===== src/flash_pkg.sv =====
// Shared constants, state codes and address helpers for the flash sequencer.
package flash_pkg;

   localparam int          ADDR_W          = 16;
   localparam int          DATA_W          = 32;
   localparam int          BYTE_W          = 8;

   // Array map, byte addresses.
   localparam logic [15:0] USER_LO         = 16'h8000;
   localparam logic [15:0] USER_HI         = 16'hFDFF;
   localparam logic [15:0] PROTECT_OFS     = 16'hFF80;
   localparam logic [15:0] CONTROL_OFS     = 16'hFF88;
   localparam logic [15:0] VECTOR_LO       = 16'hFFCC;
   localparam logic [15:0] ARRAY_TOP       = 16'hFFFF;

   // Page and row geometry.
   localparam int          ROW_BYTES       = 64;
   localparam int          PAGE_BYTES      = 128;
   localparam int          ROW_LSB         = 6;
   localparam int          PAGE_LSB        = 7;

   // Control register fields.
   localparam int          PGM_BIT         = 0;
   localparam int          ERASE_BIT       = 1;
   localparam int          MASS_BIT        = 2;
   localparam int          HIGH_VOLTAGE_ENABLE_BIT        = 3;
   localparam logic        CTRL_RESET      = 1'b0;

   // Protect byte decoding.
   localparam logic [7:0]  PROT_RESET      = 8'h00;
   localparam logic [7:0]  PROT_NONE       = 8'hFF;
   localparam logic [7:0]  PROT_TOP2       = 8'hFE;
   localparam logic [15:0] PROT_TOP2_START = 16'hFF00;
   localparam logic [7:0]  ERASED_BYTE     = 8'hFF;

   typedef enum logic [4:0] {
      SEQ_IDLE = 5'b0_0001,
      SEQ_SEL  = 5'b0_0010,
      SEQ_PROT = 5'b0_0100,
      SEQ_ADDR = 5'b0_1000,
      SEQ_HV   = 5'b1_0000
   } seq_e;

   function automatic logic [9:0] row_of(input logic [15:0] a);
      row_of = a[15:ROW_LSB];
   endfunction : row_of

   function automatic logic [8:0] page_of(input logic [15:0] a);
      page_of = a[15:PAGE_LSB];
   endfunction : page_of

   function automatic logic in_array(input logic [15:0] a);
      in_array = (a >= USER_LO);
   endfunction : in_array

endpackage : flash_pkg


===== src/flash_program_erase_protect.sv =====
// APB-attached program, erase and block-protect controller for the flash array.
`timescale 1ns/100ps
module flash_program_erase_protect
   import flash_pkg::*;
(
   input  wire logic                   pclk,
   input  wire logic                   presetn,
   input  wire logic                   ce,
   input  wire logic                   psel,
   input  wire logic                   penable,
   input  wire logic                   pwrite,
   input  wire logic [flash_pkg::ADDR_W-1:0] paddr,
   input  wire logic [flash_pkg::DATA_W-1:0] pwdata,
   output logic [flash_pkg::DATA_W-1:0] prdata,
   output logic                        pready,
   output logic                        pslverr,
   input  wire logic [7:0]             arr_rdata,
   output logic [flash_pkg::ADDR_W-1:0] arr_addr,
   output logic [7:0]                  arr_wdata,
   output logic                        arr_rd,
   output logic                        arr_prog,
   output logic                        arr_erase,
   output logic                        arr_mass,
   output logic                        pump_on,
   output logic                        array_hv
);
   import flash_pkg::*;

   logic [DATA_W-1:0] prdata_r;
   logic              pready_r;
   logic              pslverr_r;
   logic [15:0]       arr_addr_r;
   logic [7:0]        arr_wdata_r;
   logic              arr_rd_r;
   logic              arr_prog_r;
   logic              arr_erase_r;
   logic              arr_mass_r;
   logic              pgm_r;
   logic              era_r;
   logic              mass_r;
   logic              high_voltage_enable_r;
   logic              pgm_nxt;
   logic              era_nxt;
   logic              high_voltage_enable_nxt;
   logic [7:0]        prot_r;
   logic [15:0]       tgt_r;
   logic              tgt_ok_r;
   logic              tgt_ok_nxt;
   seq_e              seq_r;
   seq_e              seq_nxt;
   logic              setup;
   logic              acc;
   logic              wr;
   logic              rd;
   logic              is_ctrl;
   logic              is_arr;
   logic              unmapped;
   logic              hit_bus;
   logic              hit_arr;
   logic              hv_set_ok;
   logic              prog_ok;
   logic [7:0]        wd;

   // Bus phases: the slave acts on the first access cycle and answers a cycle later.
   assign setup    = psel && !penable;
   assign acc      = psel && penable && !pready_r;
   assign wr       = acc && pwrite;
   assign rd       = acc && !pwrite;
   assign wd       = pwdata[7:0];
   assign unmapped = !in_array(paddr);
   assign is_ctrl  = (paddr == CONTROL_OFS);
   assign is_arr   = !unmapped && !is_ctrl;

   flash_protect_range u_bus_range (
      .prot_byte (prot_r),
      .addr      (paddr),
      .hit       (hit_bus)
   );

   flash_protect_range u_arr_range (
      .prot_byte (prot_r),
      .addr      (arr_addr_r),
      .hit       (hit_arr)
   );

   // High voltage may only rise once the target was latched and found open.
   assign hv_set_ok = (pgm_r || era_r) && (seq_r == SEQ_ADDR) && tgt_ok_r;

   // A program byte must stay in the latched row and outside the guarded range.
   assign prog_ok = (seq_r == SEQ_HV) && pgm_r && high_voltage_enable_r && is_arr && !hit_bus
                    && (row_of(paddr) == row_of(tgt_r));

   always_comb begin
      pgm_nxt  = pgm_r;
      era_nxt  = era_r;
      high_voltage_enable_nxt = high_voltage_enable_r;
      if (wr && is_ctrl) begin
         // A write asking for both selects clears both rather than pick one.
         pgm_nxt  = wd[PGM_BIT] && !wd[ERASE_BIT] && !era_r;
         era_nxt  = wd[ERASE_BIT] && !wd[PGM_BIT] && !pgm_r;
         high_voltage_enable_nxt = wd[HIGH_VOLTAGE_ENABLE_BIT] && (high_voltage_enable_r || hv_set_ok);
      end
   end

   always_comb begin
      // Mass erase already selected when the target is latched also needs an open array, since it would wipe any range.
      tgt_ok_nxt = !hit_bus;
      if (era_r && mass_r && (prot_r != PROT_NONE)) begin
         tgt_ok_nxt = 1'b0;
      end
   end

   always_comb begin
      seq_nxt = seq_r;
      case (seq_r)
         SEQ_IDLE: if (pgm_r || era_r) seq_nxt = SEQ_SEL;
         SEQ_SEL:  if (rd && paddr == PROTECT_OFS) seq_nxt = SEQ_PROT;
         SEQ_PROT: if (wr && is_arr) seq_nxt = SEQ_ADDR;
         SEQ_ADDR: if (high_voltage_enable_r) seq_nxt = SEQ_HV;
         SEQ_HV:   if (!high_voltage_enable_r) seq_nxt = SEQ_IDLE;
         default:  seq_nxt = SEQ_IDLE;
      endcase
      if (seq_r != SEQ_HV && !pgm_r && !era_r) begin
         seq_nxt = SEQ_IDLE;
      end
   end

   always_ff @(posedge pclk or negedge presetn) begin
      if (!presetn) begin
         seq_r <= SEQ_IDLE;
      end else if (ce) begin
         seq_r <= seq_nxt;
      end
   end

   always_ff @(posedge pclk or negedge presetn) begin
      if (!presetn) begin
         pgm_r  <= CTRL_RESET;
         era_r  <= CTRL_RESET;
         mass_r <= CTRL_RESET;
         high_voltage_enable_r <= CTRL_RESET;
      end else if (ce) begin
         pgm_r  <= pgm_nxt;
         era_r  <= era_nxt;
         high_voltage_enable_r <= high_voltage_enable_nxt;
         if (wr && is_ctrl) begin
            mass_r <= wd[MASS_BIT];
         end
      end
   end

   // The protect copy is refreshed by the read that must precede high voltage.
   always_ff @(posedge pclk or negedge presetn) begin
      if (!presetn) begin
         prot_r <= PROT_RESET;
      end else if (ce) begin
         if (rd && paddr == PROTECT_OFS) begin
            prot_r <= arr_rdata;
         end
      end
   end

   always_ff @(posedge pclk or negedge presetn) begin
      if (!presetn) begin
         tgt_r    <= USER_LO;
         tgt_ok_r <= 1'b0;
      end else if (ce) begin
         if (seq_r == SEQ_PROT && wr && is_arr) begin
            tgt_r    <= paddr;
            tgt_ok_r <= tgt_ok_nxt;
         end
      end
   end

   // Array port. Reads go out at setup so data is back by the first access cycle.
   always_ff @(posedge pclk or negedge presetn) begin
      if (!presetn) begin
         arr_addr_r  <= USER_LO;
         arr_wdata_r <= ERASED_BYTE;
         arr_rd_r    <= 1'b0;
         arr_prog_r  <= 1'b0;
      end else if (ce) begin
         arr_rd_r   <= 1'b0;
         arr_prog_r <= 1'b0;
         if (setup && !pwrite && is_arr && !arr_erase_r) begin
            arr_rd_r   <= 1'b1;
            arr_addr_r <= paddr;
         end else if (seq_r == SEQ_PROT && wr && is_arr) begin
            arr_addr_r <= paddr;
         end else if (wr && prog_ok) begin
            // Programming clears bits only; an erased byte reads back as all ones.
            arr_prog_r  <= 1'b1;
            arr_addr_r  <= paddr;
            arr_wdata_r <= wd;
         end
      end
   end

   // Erase runs only while high voltage is up on an open target; erasing the
   // top page also wipes the protect byte, which shares it with the vectors.
   always_ff @(posedge pclk or negedge presetn) begin
      if (!presetn) begin
         arr_erase_r <= 1'b0;
         arr_mass_r  <= 1'b0;
      end else if (ce) begin
         arr_erase_r <= (seq_r == SEQ_HV) && era_r && high_voltage_enable_r && tgt_ok_r;
         arr_mass_r  <= (seq_r == SEQ_HV) && era_r && high_voltage_enable_r && tgt_ok_r
                        && mass_r;
      end
   end

   always_ff @(posedge pclk or negedge presetn) begin
      if (!presetn) begin
         pready_r  <= 1'b0;
         pslverr_r <= 1'b0;
         prdata_r  <= '0;
      end else if (ce) begin
         if (pready_r && psel && penable) begin
            pready_r  <= 1'b0;
            pslverr_r <= 1'b0;
         end else if (acc) begin
            pready_r  <= 1'b1;
            pslverr_r <= unmapped;
            prdata_r  <= '0;
            if (rd && is_ctrl) begin
               prdata_r[PGM_BIT]   <= pgm_r;
               prdata_r[ERASE_BIT] <= era_r;
               prdata_r[MASS_BIT]  <= mass_r;
               prdata_r[HIGH_VOLTAGE_ENABLE_BIT]  <= high_voltage_enable_r;
            end else if (rd && is_arr) begin
               prdata_r[7:0] <= arr_rdata;
            end
         end
      end
   end

   assign prdata    = prdata_r;
   assign pready    = pready_r;
   assign pslverr   = pslverr_r;
   assign arr_addr  = arr_addr_r;
   assign arr_wdata = arr_wdata_r;
   assign arr_rd    = arr_rd_r;
   assign arr_prog  = arr_prog_r;
   assign arr_erase = arr_erase_r;
   assign arr_mass  = arr_mass_r;
   // The pump and array high voltage come straight from the enable bit.
   assign pump_on   = high_voltage_enable_r;
   assign array_hv  = high_voltage_enable_r;

   a_hv_needs_sel: assert property (@(posedge pclk) disable iff (!presetn)
      $rose(high_voltage_enable_r) |-> (pgm_r || era_r) && $past(seq_r) == SEQ_ADDR)
      else $error("high voltage rose without a selected operation");

   a_hv_open_tgt: assert property (@(posedge pclk) disable iff (!presetn)
      $rose(high_voltage_enable_r) |-> tgt_ok_r)
      else $error("high voltage rose on a protected target");

   a_sel_exclusive: assert property (@(posedge pclk) disable iff (!presetn)
      !(pgm_r && era_r))
      else $error("program and erase selected together");

   a_pump_on_work: assert property (@(posedge pclk) disable iff (!presetn)
      (arr_prog || arr_erase) |-> pump_on && array_hv)
      else $error("array work without high voltage");

   // The erase outputs are registered, so they follow the select bit one cycle late.
   a_mass_select: assert property (@(posedge pclk) disable iff (!presetn)
      arr_mass |-> arr_erase && $past(mass_r))
      else $error("mass erase without whole-array select");

   a_prog_open: assert property (@(posedge pclk) disable iff (!presetn)
      arr_prog |-> !hit_arr)
      else $error("programmed a protected byte");

   a_prog_row: assert property (@(posedge pclk) disable iff (!presetn)
      arr_prog |-> row_of(arr_addr_r) == row_of(tgt_r))
      else $error("programmed outside the latched row");

   a_erase_guard: assert property (@(posedge pclk) disable iff (!presetn)
      $rose(arr_erase) |-> tgt_ok_r && $past(high_voltage_enable_r) && $past(era_r))
      else $error("erase started on a refused target");

   a_top_pair: assert property (@(posedge pclk) disable iff (!presetn)
      (prot_r == PROT_TOP2 && arr_addr_r >= PROT_TOP2_START) |-> hit_arr)
      else $error("top two pages not guarded");

   a_bus_answer: assert property (@(posedge pclk) disable iff (!presetn)
      (acc && ce) |=> pready_r)
      else $error("bus access not answered");

endmodule : flash_program_erase_protect


===== src/flash_protect_range.sv =====
// Decides whether an array address falls inside the range set by the protect byte.
`timescale 1ns/100ps
module flash_protect_range
   import flash_pkg::*;
(
   input  wire logic [7:0]  prot_byte,
   input  wire logic [15:0] addr,
   output logic             hit
);
   logic [15:0] start;

   always_comb begin
      // The start is the protect byte placed at bits 14..7 with bit 15 set.
      start = {1'b1, prot_byte, 7'b000_0000};
      if (prot_byte == PROT_TOP2) begin
         start = PROT_TOP2_START;
      end
   end

   // All ones leaves the array open; anything else guards start to the top.
   assign hit = (prot_byte != PROT_NONE) && (addr >= start);

endmodule : flash_protect_range


===== config.mk =====
export PLATFORM = sky130hd
export DESIGN_NAME = flash_program_erase_protect
export DESIGN_NICKNAME = d
export VERILOG_FILES = /design/src/flash_pkg.sv /design/src/flash_program_erase_protect.sv /design/src/flash_protect_range.sv
export SDC_FILE = /design/constraint.sdc
export NUM_CORES = 1
export LEC_CHECK = 0
export BUFFER_PORTS_ARGS = -buffer_cell sky130_fd_sc_hd__buf_2
export CAP_MARGIN = 10
export CORE_MARGIN = 2
export CORE_UTILIZATION = 45
export CTS_CLUSTER_SIZE = 30
export DETAILED_ROUTE_END_ITERATION = 7
export PLACE_DENSITY = 0.86
export SETUP_SLACK_MARGIN = 0.5
export SLEW_MARGIN = 20
export SYNTH_ARGS = -nofsm -noshare
export SYNTH_HDL_FRONTEND = slang
export SYNTH_SLANG_ARGS = --single-unit

===== constraint.sdc =====
create_clock -name pclk -period 1.89 [get_ports pclk]
set_input_delay 0.378 -clock pclk [delete_from_list [all_inputs] [get_ports pclk]]
set_output_delay 0.378 -clock pclk [all_outputs]
set_load 0.005 [all_outputs]

[Word-level counts from Yosys, hierarchy flattened]
Cells that the tools add are included.
Word-level totals
  bits in registers: 72
  input bits: 62
  logic and storage cells: 124
Operators by class
  order comparisons: 2
  equality and inequality tests: 16
  multiplexer cells: 23
  bitwise operators: 3
  reduce and logical (&&, ||, !) cells: 63
Operators by type and width (number)
  $mux 16: 3
  $logic_and 1x1->1: 40
  $eq 16x16->1 const B: 2
  $mux 5: 6
  $pmux 5 s5: 1
  $ge 16x16->1: 1
  $ge 16x16->1 const B: 1
  $mux 15: 1
  $ne 3x3->1 const B: 4
  $logic_not 1->1: 11
  $eq 10x10->1: 1
  $reduce_and 2->1: 5
  $mux 1: 9
  $eq 8x8->1 const B: 1
  $mux 4: 2
  $mux 8: 1
  $ne 8x8->1 const B: 1
  $reduce_and 6->1: 1
  $eq 5x1->1 const B: 1
  $eq 5x2->1 const B: 1
  $eq 5x3->1 const B: 1
  $eq 5x4->1 const B: 1
  $eq 5x5->1 const B: 1
  $ne 5x5->1 const B: 1
  7 further kinds: 10

[Depth between registers and ports, before layout]
  depth after elaboration: 11
  mapped depth: 9
  depth with buffers taken out: 8

[Cells and area by module]
Synthesis repeated with hierarchy kept, for this count alone.
Second synthesis, totals
  cell total of the unflattened synthesis: 378
  area total of the unflattened synthesis: 3831.2 um2
By module, submodules not included
  flash_program_erase_protect: times used 1, cells an instance 343, area an instance 3573.4 um2, seq. area each 1665.3 um2
  flash_protect_range: times used 1, cells an instance 35, area an instance 257.7 um2, seq. area each 0.0 um2

[Worst setup path after synthesis]
OpenSTA, ideal clock, no wires.
  path kind: input to register
  start point: input paddr[9] (netlist bit)
  end point: register arr_addr_r[13] (netlist: arr_addr[13])
  arrival time: 1.956 ns
  data required time: 1.765 ns
  setup slack: -0.191 ns
  cell stages on the path: 8
  buffers on the path: 1
  cell sequence: ha_1 and4_1 o211ai_1 o22a_1 nand4_4 nand2_4 buf_8 mux2_2
On the way
  cells in the longest elaborated chain, start to end: 9
  elaborated cells on any way between the ends: 19
  those cells by class: order compare: 2; eq/ne: 2; mux: 2; reduce/logical: 13
RTL lines
  start, declared: RTL line flash_program_erase_protect.sv:12  | input wire logic [flash_pkg::ADDR_W-1:0] paddr,
  parallel branches: the longest is 9 deep, another holds $ge 16x16->1
  end signal, assigned: RTL line flash_program_erase_protect.sv:187  | arr_addr_r <= paddr;
  end signal, assigned: RTL line flash_program_erase_protect.sv:189  | arr_addr_r <= paddr;
  end signal, assigned: RTL line flash_program_erase_protect.sv:193  | arr_addr_r <= paddr;
  end, declared: RTL line flash_program_erase_protect.sv:32  | logic [15:0] arr_addr_r;
Several ways; the timed one is not identified.
A chain may end at the register's enable or synchronous reset.

[Final worst setup path]
  start point: register prot_r[5]
  end point: register arr_addr_r[0] (netlist: arr_addr[0])
On the way
  cells in the longest elaborated chain, start to end: 10
  elaborated cells on any way between the ends: 11
  those cells by class: order compare: 1; eq/ne: 2; mux: 1; reduce/logical: 7
RTL lines
  start, declared: RTL line flash_program_erase_protect.sv:45  | logic [7:0] prot_r;
  start signal, assigned: RTL line flash_program_erase_protect.sv:158  | prot_r <= arr_rdata;
  $eq 8x8->1
  $mux 15
  $ge 16x16->1: RTL line flash_protect_range.sv:21  | assign hit = (prot_byte != PROT_NONE) && (addr >= start);
  $logic_and 1x1->1 *: RTL line flash_protect_range.sv:21
  $logic_not 1->1 *: RTL line flash_program_erase_protect.sv:90  | assign prog_ok = (seq_r == SEQ_HV) && pgm_r && high_voltage_enable_r && is_arr && !hit_bus
  $logic_and 1x1->1 *: RTL line flash_program_erase_protect.sv:90
  $logic_and 1x1->1 *: RTL line flash_program_erase_protect.sv:91  | && (row_of(paddr) == row_of(tgt_r));
  $logic_and 1x1->1 *: RTL line flash_program_erase_protect.sv:190  | end else if (wr && prog_ok) begin
  $reduce_bool 3->1 (no source line) *
  $reduce_and 2->1 (no source line) *
Every way passes the cells marked *; elsewhere a longest branch is shown, timed or not.

==> flow_metrics.tcl <==
set metrics [dict create \
    synth-edff-count 0 \
    vias_per_cell 5.29 \
    syn-cell-area_um2 3480 \
    h-tree-depth 3 \
    tritoncts "done" \
    clk_root_buffer_cell "clkbuf_8" \
    startpoint_type "flop" \
    die_area_um2 8440 \
    clkTransAtPathRegs_ns 0.07 \
    min_path_type "in2async" \
    synthCells 314 \
    cts_max_path_buffers 2 \
    grt.overflow.total 0 \
    async_flop_share_pct 100 \
    hold_buffers 0 \
    clock_sinks 66 \
    yosysMostFrequentCell "dfrtp_1" \
    vias 3062 \
    synth.area.top_cells "dfrtp_1, mux2_2, dfstp_2" \
    antenna_found_initial 0 \
    max_freq_mhz 476 \
    die_w_um 91.9 \
    rsz0062_at_grt "yes" \
    postLayoutCoreUtil_pct 69.2 \
    grt_max_degree 67 \
    cp_num_buf_inv 1 \
    p_per_area_nw_per_um2 646 \
    p_leak_nw 2.54 \
    end_kind "flop" \
    finalHoldViolations 0 \
    avgSynthCellArea_um2 11.1 \
    netlist-cell-type-count 57 \
    grt_pass1_vias 2925 \
    drtIter0Drc 186 \
    path_class "reg2reg" \
    arrival_ns 2.33 \
    routabilityCongestion 0.882 \
    grt_pass1_wl_mm 14.3 \
    grt_use_total_pct 21.4 \
    ys_seq_elements 66 \
    violations "negative setup slack" \
    start_util_pct 45.7 \
    wl_mm 10.4 \
    slew_violations 0 \
    wl_per_cell_um 18.0 \
    crit_required_ns 2.12 \
    yosysSeqAreaShare_pct 47.9 \
    crit_family "simple AND/OR/NAND/NOR gates" \
    irDropWorstVdd_uv 683 \
    cp_max_fo 8 \
    numPortBuffers 77 \
    drive_gt1_share_pct 62.5 \
    hpwl_mm 5.92 \
    setup_ws_ns -0.212 \
    ios 126 \
    status "finished with violations" \
    antennaDiodeCount 0 \
    clk_latency_ns 0.35 \
    max_stage_delay_ns 0.37 \
    synth_common_cells "dfrtp_1, nand2_1, mux2_2" \
    maxCapViolCount 0 \
    num_rows 32 \
    final-setup-viol-count 35 \
    fin_crit_sh_pct 111 \
    nets 542 \
    drc 0 \
    firstDrtPassIters 4 \
    synth_top_area_share_pct 39.6 \
    cts_inserted_buffers 9 \
    core_region_area_um2 7610 \
    p_total_w 0.00340 \
    slowest_stage "dfrtp_1" \
    fin_crit_ns 2.10 \
    finClkSkew_ns 0.0102 \
    critical_path.cell_chain "inv_2 > ha_1 > and4_1 > o211ai_1 > o22a_1 > nand4_4 > nand2_8 > mux2_4" \
    area_growth_pct 51.5 \
    synth_top_area_cell "dfrtp_1" \
    ys_warn_count 0 \
    antenna_left 0 \
    die_h_um 91.9 \
    synthFlopType "dfrtp_1" \
]
## timing repair
item,in CTS,in global routing
cloned,1,1
setup endpoints to repair,65,66
setup buffers,10,22
pin swaps,10,16
resized for setup,57,57
## cell families (layout without fill, tap and decap cells)
group / Yosys count / after routing / synth area share, %
flip-flops: 66 / 66 / 47.9
adder cells (fa/ha/maj): 8 / 8 / 2.88
buffers and inverters: 50 / 189 / 9.18
AND/OR/NAND/NOR: 89 / 90 / 14.8
XOR/XNOR: 11 / 11 / 2.77
AO/OA/AOI/OAI: 53 / 53 / 9.86
multiplexers: 36 / 36 / 12.5
other: 1 / 24 / 0.108
## cell type report
class,count,area [um2]
Clock buffer,11,151
Clock inverter,5,52.6
Fill cell,530,2340
Inverter,14,52.6
Multi-Input combinational cell,222,2030
Sequential cell,66,1670
Tap cell,102,128
Timing Repair Buffer,159,1180
## layout by cell type (no fill, tap or decap), drive strengths merged, types with 4 or more instances in the layout
| master | netlist | routed |
|---|---|---|
| dfstp | 11 | 11 |
| nand2b | 4 | 4 |
| nor4 | 4 | 4 |
| nand2 | 40 | 41 |
| xnor2 | 11 | 11 |
| o21ai | 26 | 26 |
| clkbuf | 3 | 11 |
| nor3 | 4 | 4 |
| dfrtp | 55 | 55 |
| conb | 1 | 24 |
| nand3 | 5 | 5 |
| a22oi | 4 | 4 |
| inv | 14 | 14 |
| nor2 | 8 | 8 |
| buf | 33 | 159 |
| nand4 | 10 | 10 |
| ha | 8 | 8 |
| mux2 | 36 | 36 |
## state kept, by name, summed over array words and instances, names as in the netlist, 5 cells and up
signal,count
tgt_r,10
arr_addr,16
prot_r,8
prdata,8
seq_r,5
arr_wdata,8
## per-stage QoR
stage / instances / setup TNS (ns) / hold slack [ns] / instance area, um2 / setup slack, ns
4_1_cts: 556 / -2.75 / 0.0427 / 4870 / -0.148
3_3_place_gp: 529 / -9.63 / 0.418 / 4340 / -0.271
3_5_place_dp: 529 / -10.50 / 0.424 / 4340 / -0.325
5_1_grt: 579 / -6.66 / 0.0553 / 5270 / -0.268
6_report: 579 / -4.65 / 0.0390 / 5270 / -0.212
2_1_floorplan: 337 / -1.28 / 0.0824 / 3720 / -0.122
## where the power goes
part	internal (W)	total (W)	switching [W]	leakage (nW)
clock	0.000674	0.00123	0.000556	0.105
combinational	0.000323	0.000598	0.000275	1.62
sequential	0.00151	0.00157	0.0000577	0.815
total	0.00251	0.00340	0.000888	2.54
## per-layer routing
layer | part of all wire [%] | track usage [%] | up-vias
met2 | 51 | 36.2 | 129
li1 | - | - | 1373
met3 | 6.0 | 5.67 | 37
met1 | 39 | 27.2 | 1523
met5 | 0 | 0 | -
met4 | 3.8 | 5.97 | 0
## path summary, 6_finish.rpt
path	start	end	slack, ns	depth (start not counted)
worst max-delay path	prot_r[5]	arr_addr[0]	-0.21	8
worst min-delay path	presetn	arr_addr[7]	0.04	2
worst max register to register	prot_r[5]	arr_addr[0]	-0.21	8
worst min register to register	prdata[5]	prdata[5]	0.47	2
max in group asynchronous	presetn	tgt_r[15]	1.52	2
min in group pclk	pwdata[5]	arr_wdata[5]	0.27	2
Note: power is estimated with default switching activity, not from simulation.
